<file path="config.mk">
export PLATFORM = sky130hd
export DESIGN_NAME = clock_ready_interrupt_unit
export DESIGN_NICKNAME = d
export VERILOG_FILES = /design/src/clock_irq_pkg.sv /design/src/clock_ready_interrupt_unit.sv /design/src/ready_edge_detect.sv
export SDC_FILE = /design/constraint.sdc
export NUM_CORES = 1
export LEC_CHECK = 0
export BUFFER_PORTS_ARGS = -buffer_cell sky130_fd_sc_hd__buf_2
export CAP_MARGIN = 40
export CORE_MARGIN = 5
export CORE_UTILIZATION = 39
export DETAILED_ROUTE_END_ITERATION = 12
export GPL_ROUTABILITY_DRIVEN = 0
export GPL_TIMING_DRIVEN = 0
export PLACE_DENSITY = 0.75
export SETUP_SLACK_MARGIN = 0.5
export SLEW_MARGIN = 20
export SYNTH_ARGS = -nofsm -noshare
export SYNTH_HDL_FRONTEND = slang
export SYNTH_HIERARCHICAL = 1
export SYNTH_SLANG_ARGS = --single-unit
</file>
<file path="constraint.sdc">
create_clock -name clk -period 1.46 [get_ports clk]
set_clock_uncertainty 0.05 [all_clocks]
set_input_delay 0.292 -clock clk [delete_from_list [all_inputs] [get_ports clk]]
set_output_delay 0.292 -clock clk [all_outputs]
set_load 0.02 [all_outputs]
</file>
<file path="src/clock_irq_pkg.sv">
// package: register map, field positions and types for the clock ready interrupt unit
package clock_irq_pkg;
  localparam int unsigned ADDR_W = 8;
  localparam int unsigned DATA_W = 32;
  localparam logic [7:0] EVENT_CONTROL_OFFSET = 8'h08;
  localparam logic [31:0] EVENT_CONTROL_RESET = 32'h00000000;
  localparam int unsigned NUM_SOURCES = 8;
  localparam int unsigned FLAG_LSB = 0;
  localparam int unsigned ENABLE_LSB = 8;
  localparam int unsigned CLEAR_LSB = 16;
  localparam int unsigned STUCK_BIT = 7;
  localparam logic [6:0] ENABLE_RESET = 7'h00;
  localparam logic [7:0] FLAG_RESET = 8'h00;
  localparam logic [31:0] READ_RESET = 32'h00000000;

  // register bus request
  typedef struct packed {
    logic [7:0] addr;
    logic [31:0] wdata;
    logic wr;
    logic rd;
  } bus_req_type;

  // readiness sources; bit index equals flag position
  typedef struct packed {
    logic crystal_stuck;
    logic synth_c;
    logic synth_b;
    logic synth_main;
    logic fast_crystal_osc;
    logic fast_rc_osc;
    logic slow_crystal_osc;
    logic slow_rc_osc;
  } src_type;
endpackage : clock_irq_pkg

</file>
<file path="src/clock_ready_interrupt_unit.sv">
// clock ready interrupt unit: flags, enables, clears and interrupt request
// What this block does
// RQ1: control register resets to zero and sits at byte offset 0x08.
// RQ2: software writes zeros to bits 31:24 and bit 15.
// RQ3: stuck flag bit 7 sets on crystal stop, clears by one at bit 23.
// RQ4: bit 6 sets on third synth ready with enable 14; bit 22 clears.
// RQ5: bit 5 sets on second synth ready with enable 13; bit 21 clears.
// RQ6: bit 4 sets on main synth ready with enable 12; bit 20 clears.
// RQ7: bit 3 sets on fast crystal ready with enable 11; bit 19 clears.
// RQ8: bit 2 sets on fast RC ready with enable 10; bit 18 clears.
// RQ9: bit 1 sets on slow crystal ready with enable 9; bit 17 clears.
// RQ10: bit 0 sets on slow RC ready with enable 8; bit 16 clears.
// RQ11: enable bits 14:8 are plain read-write bits.
// RQ12: writing zero to a clear bit leaves its flag unchanged.
// RQ13: interrupt request high while any flag in bits 7:0 is one.
// RQ14: clear bits read as zero and hold no state.
//
// The strobed register port is this design's own decision.
`timescale 1ns/1ps
module clock_ready_interrupt_unit (
  input wire logic clk,
  input wire logic srst,
  input wire clock_irq_pkg::bus_req_type bus_req,
  output logic [31:0] rdata,
  input wire clock_irq_pkg::src_type src_ready,
  output logic irq
);
  logic [6:0] enable_q;
  logic [7:0] flag_q;
  logic [31:0] rdata_q;
  logic [7:0] rise;
  logic [7:0] set_ev;
  logic [7:0] clr_ev;
  logic [7:0] gate;
  logic hit;

  ready_edge_detect u_edge (
    .clk(clk),
    .srst(srst),
    .level(src_ready),
    .rise(rise)
  );

  assign hit = (bus_req.addr == clock_irq_pkg::EVENT_CONTROL_OFFSET); // [RQ1]

  // stuck flag has no enable; the stabilization flags are gated by their enables
  assign gate = {1'b1, enable_q};

  // per-source set and clear; besides reset, a one at the clear bit is the only way to drop a flag
  genvar i;
  generate
    for (i = 0; i < clock_irq_pkg::NUM_SOURCES; i++) begin : g_src
      assign set_ev[i] = rise[i] & gate[i]; // [RQ3] [RQ4] [RQ5] [RQ6] [RQ7] [RQ8] [RQ9] [RQ10]
      assign clr_ev[i] = bus_req.wr & hit & bus_req.wdata[clock_irq_pkg::CLEAR_LSB + i]; // [RQ12]
    end
  endgenerate

  // flags: a set arriving with its clear wins so no event is lost
  always_ff @(posedge clk) begin
    if (srst) begin
      flag_q <= clock_irq_pkg::FLAG_RESET; // [RQ1]
    end else begin
      flag_q <= (flag_q & ~clr_ev) | set_ev; // [RQ3] [RQ12]
    end
  end

  // enables are plain storage
  always_ff @(posedge clk) begin
    if (srst) begin
      enable_q <= clock_irq_pkg::ENABLE_RESET; // [RQ1]
    end else if (bus_req.wr && hit) begin
      enable_q <= bus_req.wdata[clock_irq_pkg::ENABLE_LSB +: 7]; // [RQ11]
    end
  end

  // read data valid one cycle after the strobe only; clear and reserved bits read zero
  always_ff @(posedge clk) begin
    if (srst) begin
      rdata_q <= clock_irq_pkg::READ_RESET;
    end else if (bus_req.rd && hit) begin
      rdata_q <= {16'h0000, 1'b0, enable_q, flag_q}; // [RQ14]
    end else begin
      rdata_q <= 32'h00000000;
    end
  end

  assign rdata = rdata_q;
  assign irq = |flag_q; // [RQ13]

  // flag rises one cycle after a gated rising edge
  flag_set_a: assert property (@(posedge clk) disable iff (srst)
    set_ev[3] |=> flag_q[3]) else $error("ready flag not set"); // [RQ7]

  stuck_set_a: assert property (@(posedge clk) disable iff (srst)
    rise[clock_irq_pkg::STUCK_BIT] |=> flag_q[clock_irq_pkg::STUCK_BIT])
    else $error("stuck flag not set"); // [RQ3]

  gated_off_a: assert property (@(posedge clk) disable iff (srst)
    (!flag_q[6] && !enable_q[6]) |=> !flag_q[6]) else $error("flag set while disabled"); // [RQ4]

  zero_keep_a: assert property (@(posedge clk) disable iff (srst)
    (flag_q[0] && !clr_ev[0]) |=> flag_q[0]) else $error("flag lost without clear"); // [RQ12]

  one_clear_a: assert property (@(posedge clk) disable iff (srst)
    (clr_ev[5] && !set_ev[5]) |=> !flag_q[5]) else $error("flag not cleared"); // [RQ5]

  irq_level_a: assert property (@(posedge clk) disable iff (srst)
    irq == (flag_q != 8'h00)) else $error("irq mismatch"); // [RQ13]

  enable_wr_a: assert property (@(posedge clk) disable iff (srst)
    (bus_req.wr && hit) |=> enable_q == $past(bus_req.wdata[14:8]))
    else $error("enable write lost"); // [RQ11]

  read_zero_a: assert property (@(posedge clk) disable iff (srst)
    (bus_req.rd && hit) |=> rdata[31:15] == 17'h00000) else $error("clear bits read nonzero"); // [RQ14]

  read_back_a: assert property (@(posedge clk) disable iff (srst)
    (bus_req.rd && hit) |=> rdata[14:0] == $past({enable_q, flag_q}))
    else $error("readback mismatch"); // [RQ1]

  reset_zero_a: assert property (@(posedge clk)
    srst |=> (flag_q == 8'h00 && enable_q == 7'h00)) else $error("reset value wrong"); // [RQ1]

  cover_irq_c: cover property (@(posedge clk) disable iff (srst) !irq ##1 irq);
  cover_clear_c: cover property (@(posedge clk) disable iff (srst) irq ##1 clr_ev[2] ##1 !irq);
  cover_race_c: cover property (@(posedge clk) disable iff (srst) set_ev[1] && clr_ev[1]);
  cover_stuck_c: cover property (@(posedge clk) disable iff (srst) rise[7] ##1 irq);
  cover_masked_c: cover property (@(posedge clk) disable iff (srst) rise[0] && !enable_q[0]);

  // set checks, one per gated source so that a failure names the source at once;
  // written against the raw edge and the enable, not against the internal set vector
  // third synthesizer
  synth_c_set_a: assert property (@(posedge clk) disable iff (srst) // [RQ4]
    (rise[6] && enable_q[6]) |=> flag_q[6])
    else $error("third synth flag not set");

  // second synthesizer
  synth_b_set_a: assert property (@(posedge clk) disable iff (srst) // [RQ5]
    (rise[5] && enable_q[5]) |=> flag_q[5])
    else $error("second synth flag not set");

  // main synthesizer
  synth_main_set_a: assert property (@(posedge clk) disable iff (srst) // [RQ6]
    (rise[4] && enable_q[4]) |=> flag_q[4])
    else $error("main synth flag not set");

  // fast crystal
  fast_crystal_set_a: assert property (@(posedge clk) disable iff (srst) // [RQ7]
    (rise[3] && enable_q[3]) |=> flag_q[3])
    else $error("fast crystal flag not set");

  // fast rc
  fast_rc_set_a: assert property (@(posedge clk) disable iff (srst) // [RQ8]
    (rise[2] && enable_q[2]) |=> flag_q[2])
    else $error("fast rc flag not set");

  // slow crystal
  slow_crystal_set_a: assert property (@(posedge clk) disable iff (srst) // [RQ9]
    (rise[1] && enable_q[1]) |=> flag_q[1])
    else $error("slow crystal flag not set");

  // slow rc
  slow_rc_set_a: assert property (@(posedge clk) disable iff (srst) // [RQ10]
    (rise[0] && enable_q[0]) |=> flag_q[0])
    else $error("slow rc flag not set");

  // clear checks: a one at the clear bit drops the flag unless a set lands with it
  // third synthesizer
  synth_c_clr_a: assert property (@(posedge clk) disable iff (srst) // [RQ4]
    (bus_req.wr && hit && bus_req.wdata[22] && !(rise[6] && enable_q[6])) |=> !flag_q[6])
    else $error("third synth flag not cleared");

  // second synthesizer
  synth_b_clr_a: assert property (@(posedge clk) disable iff (srst) // [RQ5]
    (bus_req.wr && hit && bus_req.wdata[21] && !(rise[5] && enable_q[5])) |=> !flag_q[5])
    else $error("second synth flag not cleared");

  // main synthesizer
  synth_main_clr_a: assert property (@(posedge clk) disable iff (srst) // [RQ6]
    (bus_req.wr && hit && bus_req.wdata[20] && !(rise[4] && enable_q[4])) |=> !flag_q[4])
    else $error("main synth flag not cleared");

  // fast crystal
  fast_crystal_clr_a: assert property (@(posedge clk) disable iff (srst) // [RQ7]
    (bus_req.wr && hit && bus_req.wdata[19] && !(rise[3] && enable_q[3])) |=> !flag_q[3])
    else $error("fast crystal flag not cleared");

  // fast rc
  fast_rc_clr_a: assert property (@(posedge clk) disable iff (srst) // [RQ8]
    (bus_req.wr && hit && bus_req.wdata[18] && !(rise[2] && enable_q[2])) |=> !flag_q[2])
    else $error("fast rc flag not cleared");

  // slow crystal
  slow_crystal_clr_a: assert property (@(posedge clk) disable iff (srst) // [RQ9]
    (bus_req.wr && hit && bus_req.wdata[17] && !(rise[1] && enable_q[1])) |=> !flag_q[1])
    else $error("slow crystal flag not cleared");

  // slow rc
  slow_rc_clr_a: assert property (@(posedge clk) disable iff (srst) // [RQ10]
    (bus_req.wr && hit && bus_req.wdata[16] && !(rise[0] && enable_q[0])) |=> !flag_q[0])
    else $error("slow rc flag not cleared");

  // crystal stuck: no enable, so only a new stuck edge can beat the clear
  stuck_clr_a: assert property (@(posedge clk) disable iff (srst) // [RQ3]
    (bus_req.wr && hit && bus_req.wdata[23] && !rise[7]) |=> !flag_q[7])
    else $error("stuck flag not cleared");

  // gating checks: a disabled source never raises its flag
  // third synthesizer
  synth_c_off_a: assert property (@(posedge clk) disable iff (srst) // [RQ4]
    (!enable_q[6] && !flag_q[6]) |=> !flag_q[6])
    else $error("third synth flag set while disabled");

  // second synthesizer
  synth_b_off_a: assert property (@(posedge clk) disable iff (srst) // [RQ5]
    (!enable_q[5] && !flag_q[5]) |=> !flag_q[5])
    else $error("second synth flag set while disabled");

  // main synthesizer
  synth_main_off_a: assert property (@(posedge clk) disable iff (srst) // [RQ6]
    (!enable_q[4] && !flag_q[4]) |=> !flag_q[4])
    else $error("main synth flag set while disabled");

  // fast crystal
  fast_crystal_off_a: assert property (@(posedge clk) disable iff (srst) // [RQ7]
    (!enable_q[3] && !flag_q[3]) |=> !flag_q[3])
    else $error("fast crystal flag set while disabled");

  // fast rc
  fast_rc_off_a: assert property (@(posedge clk) disable iff (srst) // [RQ8]
    (!enable_q[2] && !flag_q[2]) |=> !flag_q[2])
    else $error("fast rc flag set while disabled");

  // slow crystal
  slow_crystal_off_a: assert property (@(posedge clk) disable iff (srst) // [RQ9]
    (!enable_q[1] && !flag_q[1]) |=> !flag_q[1])
    else $error("slow crystal flag set while disabled");

  // slow rc
  slow_rc_off_a: assert property (@(posedge clk) disable iff (srst) // [RQ10]
    (!enable_q[0] && !flag_q[0]) |=> !flag_q[0])
    else $error("slow rc flag set while disabled");

  // keep checks: without a one at its clear bit a flag stays up
  // third synthesizer
  synth_c_keep_a: assert property (@(posedge clk) disable iff (srst) // [RQ12]
    (flag_q[6] && !(bus_req.wr && hit && bus_req.wdata[22])) |=> flag_q[6])
    else $error("third synth flag lost");

  // second synthesizer
  synth_b_keep_a: assert property (@(posedge clk) disable iff (srst) // [RQ12]
    (flag_q[5] && !(bus_req.wr && hit && bus_req.wdata[21])) |=> flag_q[5])
    else $error("second synth flag lost");

  // main synthesizer
  synth_main_keep_a: assert property (@(posedge clk) disable iff (srst) // [RQ12]
    (flag_q[4] && !(bus_req.wr && hit && bus_req.wdata[20])) |=> flag_q[4])
    else $error("main synth flag lost");

  // fast crystal
  fast_crystal_keep_a: assert property (@(posedge clk) disable iff (srst) // [RQ12]
    (flag_q[3] && !(bus_req.wr && hit && bus_req.wdata[19])) |=> flag_q[3])
    else $error("fast crystal flag lost");

  // fast rc
  fast_rc_keep_a: assert property (@(posedge clk) disable iff (srst) // [RQ12]
    (flag_q[2] && !(bus_req.wr && hit && bus_req.wdata[18])) |=> flag_q[2])
    else $error("fast rc flag lost");

  // slow crystal
  slow_crystal_keep_a: assert property (@(posedge clk) disable iff (srst) // [RQ12]
    (flag_q[1] && !(bus_req.wr && hit && bus_req.wdata[17])) |=> flag_q[1])
    else $error("slow crystal flag lost");

  // slow rc
  slow_rc_keep_a: assert property (@(posedge clk) disable iff (srst) // [RQ12]
    (flag_q[0] && !(bus_req.wr && hit && bus_req.wdata[16])) |=> flag_q[0])
    else $error("slow rc flag lost");

  // crystal stuck
  stuck_keep_a: assert property (@(posedge clk) disable iff (srst) // [RQ3]
    (flag_q[7] && !(bus_req.wr && hit && bus_req.wdata[23])) |=> flag_q[7])
    else $error("stuck flag lost");

  // read data stand for one cycle only; the bus sees zero otherwise
  rd_idle_a: assert property (@(posedge clk) disable iff (srst) // [RQ14]
    !(bus_req.rd && hit) |=> rdata == 32'h00000000)
    else $error("read data outside the read cycle");

  // enables read back as they stood when the strobe was taken
  enable_read_a: assert property (@(posedge clk) disable iff (srst) // [RQ11]
    (bus_req.rd && hit) |=> rdata[14:8] == $past(enable_q))
    else $error("enable readback mismatch");

  // a write to another offset leaves the enables alone
  other_wr_a: assert property (@(posedge clk) disable iff (srst) // [RQ1]
    (bus_req.wr && !hit) |=> enable_q == $past(enable_q))
    else $error("enable changed by foreign write");

  // enables only move on a decoded write
  enable_hold_a: assert property (@(posedge clk) disable iff (srst) // [RQ11]
    !(bus_req.wr && hit) |=> enable_q == $past(enable_q))
    else $error("enable changed without write");

  // a set and its clear in one cycle: the set wins so no event is lost
  set_wins_a: assert property (@(posedge clk) disable iff (srst) // [RQ9]
    (rise[1] && enable_q[1] && bus_req.wr && hit && bus_req.wdata[17]) |=> flag_q[1])
    else $error("set lost to clear");

  // any accepted event raises the request on the next cycle
  irq_rise_a: assert property (@(posedge clk) disable iff (srst) // [RQ13]
    (rise[7] || (rise[6:0] & enable_q) != 7'h00) |=> irq)
    else $error("irq not raised");

  // clearing every pending flag with no new event drops the request
  irq_fall_a: assert property (@(posedge clk) disable iff (srst) // [RQ13]
    (bus_req.wr && hit && (flag_q & ~bus_req.wdata[23:16]) == 8'h00 && rise == 8'h00) |=> !irq)
    else $error("irq not dropped");

  // the stuck flag ignores the enables
  stuck_ungated_a: assert property (@(posedge clk) disable iff (srst) // [RQ3]
    (rise[7] && enable_q == 7'h00) |=> flag_q[7])
    else $error("stuck flag gated");

  // reading has no side effect on the flags
  rd_no_side_a: assert property (@(posedge clk) disable iff (srst) // [RQ14]
    (bus_req.rd && rise == 8'h00) |=> flag_q == $past(flag_q))
    else $error("read disturbed flags");

  // a write to another offset clears nothing
  wr_other_flags_a: assert property (@(posedge clk) disable iff (srst) // [RQ1]
    (bus_req.wr && !hit && rise == 8'h00) |=> flag_q == $past(flag_q))
    else $error("foreign write cleared a flag");

  // per flag: a held level sets nothing, and a pending flag always shows on irq
  for (genvar k = 0; k < clock_irq_pkg::NUM_SOURCES; k++) begin : g_chk
    edge_only_a: assert property (@(posedge clk) disable iff (srst) // [RQ3]
      (!flag_q[k] && !rise[k]) |=> !flag_q[k])
      else $error("flag set without a source edge");
    flag_irq_a: assert property (@(posedge clk) disable iff (srst) // [RQ13]
      flag_q[k] |-> irq)
      else $error("flag pending without irq");
  end
endmodule : clock_ready_interrupt_unit

</file>
<file path="src/ready_edge_detect.sv">
// rising edge detector for the source readiness levels
`timescale 1ns/1ps
module ready_edge_detect (
  input wire logic clk,
  input wire logic srst,
  input wire logic [7:0] level,
  output logic [7:0] rise
);
  logic [7:0] prev_q;

  // previous level; reset to zero so a source already ready reports once
  always_ff @(posedge clk) begin
    if (srst) begin
      prev_q <= 8'h00;
    end else begin
      prev_q <= level;
    end
  end

  assign rise = level & ~prev_q;
endmodule : ready_edge_detect

</file>
==> results of run 1 <==
-- what timing repair did --
| item | 4_1_cts | 5_1_grt |
|---|---|---|
| endpoints found under the setup margin | 46 | 46 |
| cloned | 2 | 0 |
| pin swaps | 13 | 6 |
| gates resized for setup | 78 | 6 |
| buffers inserted | 5 | 0 |
-- sequential cells by signal, summed over array words and instances (netlist names) --
name           cells
u_edge/prev_q      8
flag_q             8
rdata             15
enable_q           7
-- cell families (layout without fill, tap and decap cells) --
group / Yosys count / after routing / share of synthesized area, %
buffers and inverters: 23 / 86 / 10.9
flip-flops: 38 / 38 / 50.2
AO/OA/AOI/OAI: 15 / 15 / 6.94
other: 1 / 17 / 0.248
multiplexers: 7 / 7 / 4.63
AND/OR/NAND/NOR: 60 / 60 / 27.0
-- Yosys cell counts (all sizes together) --
library cell / instances
or4: 1
conb: 1
or4b: 1
nor2b: 16
nor2: 1
dfxtp: 38
buf: 19
nor4b: 1
nor4: 2
and2: 15
mux2i: 7
inv: 2
nand2: 8
nand2b: 14
a21oi: 7
a311oi: 8
nor3: 1
clkbuf: 2
-- worst max path at each step --
stage	startpoint	endpoint	slack [ns]	cells after the start
2_1_floorplan	bus_req[41]	enable_q[0]	-0.12	4
3_3_place_gp	bus_req[41]	rdata[8]	-0.39	5
3_5_place_dp	bus_req[41]	rdata[5]	-0.40	5
4_1_cts	flag_q[1]	irq	-0.04	3
5_1_grt	flag_q[1]	irq	-0.09	3
6_report	flag_q[1]	irq	-0.03	3
-- worst reg2reg max path, cell delays in order (launching register included) --
cell and delay (ns):
dfxtp_1 0.30, nor2b_1 0.17, a21oi_1 0.11, a311oi_2 0.24
-- power breakdown --
part	total, mW	internal [mW]	leakage, nW	switching (mW)
registers	1.06	1.05	0.317	0.00538
clock network	0.692	0.364	0.0431	0.328
logic	0.203	0.101	0.648	0.102
total	1.95	1.51	1.01	0.436
-- metal layers --
metal	vias to the layer above	GRT usage [%]	wire length, um
li1	604	-	-
met4	0	5.64	40
met5	-	0	0
met1	535	14.7	1310
met3	4	7.20	388
met2	53	24.3	1770
-- through the flow --
stage               instance area (sq um)  cells  power (mW)  hold slack [ns]  worst slack (ns)
finish                               2260    271        1.95            0.152           -0.0320
global route                         2260    271        2.02            0.148           -0.0944
CTS                                  2230    271        1.96            0.137           -0.0394
detailed placement                   1880    258        1.26            0.443            -0.401
global placement                     1880    258        1.26            0.436            -0.391
floorplan                            1570    160        1.20            0.314            -0.117
-- layout make-up --
cell class / count / area [sq um]
Fill cell: 325 / 1450
Sequential cell: 38 / 782
Multi-Input combinational cell: 99 / 728
Timing Repair Buffer: 57 / 444
Buffer: 21 / 158
Clock buffer: 6 / 82.6
Tap cell: 48 / 60.1
Inverter: 2 / 7.51
==> results by group, run 1 <==
Power and ir drop
  • Pwr dens: 862 nW/um^2
  • Max IR drop VDD: 0.438 mV
  • Leakage power: 1.01 nW

Job
  • Max Cap Violations: 0

STA
  • Tcrit/Tclk final: 102%
  • Crit path time final: 1.49 ns
  • Slew margin rel.: 57.0%
  • Peak Freq: 0.670 GHz
  • Max Slew Vio Count: 0
  • Number of hold violations in the final report: 0
  • Worst-Margin Slew: 0.645 ns
  • Setup violators final: 6
  • RSZ-0062 raised after global routing: true
  • Final WS setup: -0.0320 ns
  • TNS Setup: -0.0734 ns

Worst hold path
  • Hold Path Sink: flag_q[3]
  • Worst Min Path Start: bus_req[21]
  • Hold path depth: 2
  • Hold WC Path Type: in -> reg

Critical path
  • Crit-path slowest cell: dfxtp_2
  • Worst setup EP type: output pin
  • CP Max Fanout: 2
  • Cell family with most CP delay: simple AND/OR/NAND/NOR gates
  • Crit path cell chain: nor4_4 -> nand2_1 -> buf_6
  • Reg-to-reg critical path startpoint: u_edge/prev_q[1]
  • Req. time, crit path: 1.12 ns
  • Slowest stage delay, CP: 0.33 ns
  • Reg2Reg Depth: 3
  • Critical Path Source Type: flip-flop
  • Worst reg2reg endpoint: flag_q[1]
  • CP Buf/Inv Count: 1
  • Setup slack, reg-to-reg: 0.51 ns
  • Worst EP arrival: 1.15 ns
  • CP Class: reg -> out

Route
  • # DRC: 0
  • Initial drt markers: 27
  • WL final: 3510 um
  • Avg WL per Cell: 13.0 um
  • Vias: 1196
  • DRT Pass-1 Iters: 4
  • Vias per cell: 4.41
  • Post-DRT Antenna Nets: 0

Logic synthesis
  • Warnings from Yosys: 6
  • Mapped Area: 1510 sq um
  • Sequential area share after synthesis: 50.2%
  • Synth unique cells: 20
  • Post-Syn Instances: 144
  • Synth area leaders: dfxtp_1 50%, buf_4 8.4%, nor2b_1 6.6%, and2_2 6.4%, nand2b_1 5.8%
  • FF+latch count, synth: 38
  • Area leader, netlist: dfxtp_1
  • Syn avg cell area: 10.5 sq um
  • Top cell type's share of synthesized area: 50.2%

Clock tree
  • Htree depth: 2
  • Worst-skew pair later-pin latency: 0.29 ns
  • # clock sinks: 38
  • Hold Buf Count CTS: 0
  • CTS tree: built
  • Root Driver: clkbuf_8
  • Num CTS Buffers: 5
  • Reg clk slew, reported paths: 0.06 ns
  • Max Root-Sink Buffers: 2

Finish
  • Commonest non-fill, non-tap cells in the layout: 31 x buf_2, 27 x buf_6, 21 x dfxtp_1
  • # diodes: 0
  • Share of cells above drive strength 1: 56.5%
  • Commonest non-fill, non-tap cell in the layout: buf_2
  • Synth-to-layout area growth: 49.4%
  • Nets: 276
  • Fin util: 60.9%

Run status
  • Failing checks: setup timing
  • Status: finished with violations

Global route
  • First-pass GRT wire length: 5550 um
  • Vias in the first global route: 1205
  • Total GRT Usage: 14.2%
  • Remaining Overflow, GRT: 0
  • Pin count of the biggest net entering global routing: 14
  • Initial antenna violation count: 0

Floorplanning
  • # rows: 22
  • Initial Util: 40.7%
  • Die area: 5230 sq um
  • Die width: 72.3 um
  • Die height: 72.3 um
  • Ports: 85
  • Core ar.: 3720 sq um

Place
  • I/O Buffers: 50
  • DP Wirelength: 2390 um
No activity file was read; power rests on OpenSTA's default activity.
==> inputs of run 2 (changes only) <==
--- a/config.mk
+++ b/config.mk
@@ -8,11 +8,12 @@
 export BUFFER_PORTS_ARGS = -buffer_cell sky130_fd_sc_hd__buf_2
 export CAP_MARGIN = 40
 export CORE_MARGIN = 5
-export CORE_UTILIZATION = 39
+export CORE_UTILIZATION = 43
 export DETAILED_ROUTE_END_ITERATION = 12
 export GPL_ROUTABILITY_DRIVEN = 0
 export GPL_TIMING_DRIVEN = 0
-export PLACE_DENSITY = 0.75
+export PLACE_DENSITY = 0.78
+export REMOVE_ABC_BUFFERS = 1
 export SETUP_SLACK_MARGIN = 0.5
 export SLEW_MARGIN = 20
 export SYNTH_ARGS = -nofsm -noshare
==> constraint.sdc (replaced) <==
create_clock -name clk -period 1.4 [get_ports clk]
set_clock_uncertainty 0.05 [all_clocks]
set_input_delay 0.28 -clock clk [delete_from_list [all_inputs] [get_ports clk]]
set_output_delay 0.28 -clock clk [all_outputs]
set_load 0.02 [all_outputs]
==> run 2 against run 1 <==
  * The run still ends with setup timing left
  * Combinational power fell by 18%
  * Routed wire length fell by 17%
  * Clock power rose by 6.8%
  * Sequential power rose by 4%
  * Non-clock buffer count fell by 23
  * Critical path type unchanged
  * Critical endpoint unchanged
  * Largest power group unchanged
==> results by group, run 2 (same netlist as run 1, synthesis figures left out) <==
STA
  • Crit path time final: 1.52 ns
  • Worst-Margin Slew: 0.599 ns
  • Peak Freq: 0.660 GHz
  • Final WS setup: -0.116 ns
  • Setup violators final: 1
  • Max Slew Vio Count: 0
  • Tcrit/Tclk final: 108%
  • Slew margin rel.: 60.1%
  • RSZ-0062 raised after global routing: true
  • Number of hold violations in the final report: 0

Clock tree
  • # clock sinks: 38
  • Num CTS Buffers: 5
  • CTS tree: built
  • Hold Buf Count CTS: 0
  • Root Driver: clkbuf_4
  • Reg clk slew, reported paths: 0.10 ns
  • Htree depth: 2
  • Worst-skew pair later-pin latency: 0.33 ns
  • Max Root-Sink Buffers: 2

Job
  • Max Cap Violations: 0

Finish
  • Fillcell total: 307
  • Commonest non-fill, non-tap cell in the layout: buf_2
  • Max reg flops: 15
  • Reg area: 783 sq um
  • Area of the multi-input gates: 741 sq um
  • Nets: 253
  • Synth-to-layout area growth: 38.3%
  • Design Area, Final: 2090 sq um
  • Share of cells above drive strength 1: 54.2%
  • Commonest non-fill, non-tap cells in the layout: 32 x buf_2, 21 x buf_6, 20 x dfxtp_1
  • # diodes: 0

Global route
  • Total GRT Usage: 12.0%
  • Vias in the first global route: 1096
  • Initial antenna violation count: 0
  • Pin count of the biggest net entering global routing: 32
  • First-pass GRT wire length: 4640 um
  • Remaining Overflow, GRT: 0

Run status
  • Status: finished with violations
  • Failing checks: setup timing

Floorplanning
  • Die area: 4810 sq um
  • Initial Util: 45.0%
  • # rows: 21
  • Ports: 85
  • Die height: 69.3 um
  • Die width: 69.3 um
  • Core ar.: 3360 sq um

Place
  • I/O Buffers: 50
  • DP Wirelength: 1960 um
  • Cell area after placement: 1720 sq um
  • Setup slack at placement: -0.661 ns

Route
  • Avg WL per Cell: 11.7 um
  • Vias per cell: 4.49
  • # DRC: 0
  • DRT Pass-1 Iters: 4
  • WL final: 2900 um
  • Post-DRT Antenna Nets: 0
  • Vias: 1109
  • Initial drt markers: 27

Power and ir drop
  • Tot Pwr: 2.01 mW
  • Max IR drop VDD: 0.437 mV
  • Leakage power: 0.893 nW
  • Pwr dens: 958 nW/um^2

Critical path
  • CP Class: reg -> out
  • Worst EP arrival: 1.19 ns
  • Setup slack, reg-to-reg: 0.43 ns
  • Worst setup EP type: output pin
  • Req. time, crit path: 1.07 ns
  • Critical Path Source Type: flip-flop
  • CP Max Fanout: 3

Worst hold path
  • Hold WC Path Type: in -> reg
==> run 2: changes by cell type in the layout (fill, tap and decap cells not counted), moves of 2 or more <==
cell / before / now
clkbuf_4: 0 / 5
clkbuf_1: 2 / 0
clkbuf_8: 6 / 1
buf_6: 27 / 21
buf_4: 18 / 1
==> run 2: repair_timing <==
item	in CTS	in global routing
pin swaps	20	2
gates resized for setup	71	10
endpoints found under the setup margin	46	46
setup buffers	5	0
==> run 2: path summary, 6_finish.rpt <==
check / start / endpoint / depth (start not counted)
worst max-delay path: flag_q[0] / irq / 3
worst min-delay path: bus_req[21] / flag_q[3] / 2
worst max register to register: u_edge/prev_q[3] / flag_q[3] / 3
worst min register to register: enable_q[5] / rdata[13] / 1
==> run 2: per-layer routing <==
metal,track usage [%],wire length (um),up-vias
li1,-,-,561
met1,14.5,1270,482
met2,18.3,1290,61
met3,4.93,304,5
met4,5.86,39,0
met5,0,0,-
==> run 2: cell type report <==
type	count	share of cell area (%)
Sequential cell	38	37.4
Multi-Input combinational cell	99	35.4
Timing Repair Buffer	55	20.3
Tap cell	46	2.75
Clock buffer	6	2.45
Clock inverter	1	1.43
Inverter	2	0.358
==> run 2: stage by stage <==
step | utilization, % | TNS (ns) | hold WS, ns | std cells
global route | 62.3 | -0.204 | 0.0767 | 247
detailed placement | 51.3 | -17.88 | 0.430 | 235
floorplan | - | -7.06 | 0.302 | 139
global placement | 51.3 | -17.38 | 0.430 | 235
CTS | 60.9 | -0.135 | 0.0604 | 247
finish | 62.3 | -0.116 | 0.0896 | 247
==> run 2: report_power, final <==
part | internal (mW) | leakage, nW | switching, mW | total, mW
combinational | 0.0713 | 0.531 | 0.0962 | 0.167
sequential | 1.09 | 0.318 | 0.00544 | 1.10
clock | 0.416 | 0.0443 | 0.324 | 0.739
==> run 2: critical path, stage by stage, from the launching register on <==
cell     delay (ns)
dfxtp_1        0.35
nor4_2         0.27
nand2_1        0.09
buf_6          0.14
==> inputs of run 3 (changes only) <==
--- a/config.mk
+++ b/config.mk
@@ -15,8 +15,10 @@
 export PLACE_DENSITY = 0.78
 export REMOVE_ABC_BUFFERS = 1
 export SETUP_SLACK_MARGIN = 0.5
+export SKIP_CTS_REPAIR_TIMING = 1
 export SLEW_MARGIN = 20
 export SYNTH_ARGS = -nofsm -noshare
 export SYNTH_HDL_FRONTEND = slang
 export SYNTH_HIERARCHICAL = 1
 export SYNTH_SLANG_ARGS = --single-unit
+export TNS_END_PERCENT = 30
==> run 3 against run 2 <==
  * First-iteration DRC count grew 44%
  * Die area is the same
  * Combinational power shrank 4%
  * The flow still finishes with violations (setup timing)
  * Critical path depth is the same
  * Critical endpoint unchanged
  * Power shrank 0.32%
==> results by group, run 3 (same netlist as run 1, synthesis figures left out) <==
Place
  • DP Wirelength: 1960 um
  • I/O Buffers: 50
  • Cell area after placement: 1720 sq um

Global route
  • Remaining Overflow, GRT: 0
  • Vias in the first global route: 1010
  • Initial antenna violation count: 0
  • Total GRT Usage: 11.3%
  • First-pass GRT wire length: 4340 um
  • Pin count of the biggest net entering global routing: 32

STA
  • Peak Freq: 0.653 GHz
  • Final WS setup: -0.131 ns
  • Crit path time final: 1.53 ns
  • Setup violators final: 1
  • Slew margin rel.: 60.8%
  • Worst-Margin Slew: 0.587 ns
  • Max Slew Vio Count: 0
  • Number of hold violations in the final report: 0
  • Tcrit/Tclk final: 109%
  • RSZ-0062 raised after global routing: true

Critical path
  • CP Class: reg -> out
  • Worst setup EP type: output pin
  • Critical Path Source Type: flip-flop
  • CP Max Fanout: 3
  • Req. time, crit path: 1.07 ns
  • Worst EP arrival: 1.20 ns

Floorplanning
  • Initial Util: 45.0%
  • Die area: 4810 sq um
  • Ports: 85
  • Die width: 69.3 um
  • Core ar.: 3360 sq um
  • Die height: 69.3 um
  • # rows: 21

Finish
  • Synth-to-layout area growth: 35.0%
  • Commonest non-fill, non-tap cells in the layout: 34 x buf_2, 22 x dfxtp_1, 19 x buf_6
  • Design Area, Final: 2040 sq um
  • Nets: 251
  • # diodes: 0
  • Share of cells above drive strength 1: 52.3%
  • Max reg flops: 15
  • Commonest non-fill, non-tap cell in the layout: buf_2

Clock tree
  • Htree depth: 2
  • CTS tree: built
  • # clock sinks: 38
  • Num CTS Buffers: 5
  • Reg clk slew, reported paths: 0.10 ns
  • Max Root-Sink Buffers: 2
  • Root Driver: clkbuf_4
  • Worst-skew pair later-pin latency: 0.33 ns

Power and ir drop
  • Pwr dens: 978 nW/um^2
  • Tot Pwr: 2.00 mW
  • Leakage power: 0.873 nW
  • Max IR drop VDD: 0.455 mV

Route
  • Avg WL per Cell: 11.7 um
  • WL final: 2860 um
  • Initial drt markers: 39
  • Post-DRT Antenna Nets: 0
  • Vias per cell: 4.48
  • Vias: 1097
  • # DRC: 0
  • DRT Pass-1 Iters: 4

Job
  • Max Cap Violations: 0

Run status
  • Failing checks: setup timing
  • Status: finished with violations

Worst hold path
  • Hold WC Path Type: in -> reg
==> run 3: changes by cell type in the layout (fill, tap and decap cells not counted), moves of 2 or more <==
| cell | change |
|---|---|
| dfxtp_2 | -2 |
| buf_6 | -2 |
| dfxtp_1 | +2 |
| buf_2 | +2 |
==> run 3: final cells by class <==
| type | count | area, sq um |
|---|---|---|
| Fill cell | 315 | 1320 |
| Sequential cell | 38 | 781 |
| Multi-Input combinational cell | 99 | 733 |
| Timing Repair Buffer | 53 | 384 |
| Tap cell | 46 | 57.6 |
| Clock buffer | 6 | 51.3 |
| Clock inverter | 1 | 30.0 |
| Inverter | 2 | 7.51 |
==> run 3: worst paths after layout <==
| kind | from | end | slack [ns] | cells past startpoint |
|---|---|---|---|---|
| max | flag_q[0] | irq | -0.13 | 3 |
| min | bus_req[20] | flag_q[2] | 0.09 | 2 |
| max reg2reg | u_edge/prev_q[3] | flag_q[3] | 0.44 | 3 |
| min reg2reg | flag_q[6] | rdata[6] | 0.45 | 1 |
==> run 3: where the power goes <==
group	internal, mW	switching, mW
logic	0.0660	0.0954
clock network	0.416	0.324
registers	1.09	0.00478
==> run 3: metrics by stage <==
stage	hold WS (ns)	worst slack [ns]	instances	setup TNS, ns	utilization, %
global route	0.0766	-0.224	245	-0.224	60.8
global placement	0.430	-0.644	235	-17.38	51.3
CTS	0.0616	-0.327	242	-7.36	53.7
detailed placement	0.430	-0.661	235	-17.88	51.3
floorplan	0.302	-0.301	139	-7.06	-
finish	0.0916	-0.131	245	-0.131	60.8
==> run 3: worst max-delay path, cell delays in order, from the launching register on <==
cell     delay, ns
dfxtp_1       0.34
nor4_1        0.29
nand2_1       0.07
buf_2         0.17
==> run 3: layer usage <==
metal / GRT usage (%) / routed length, um / up-vias
met5: 0 / 0 / -
met4: 5.86 / 39 / 0
met3: 5.65 / 309 / 5
met2: 15.8 / 1220 / 63
met1: 14.0 / 1290 / 476
li1: - / - / 553
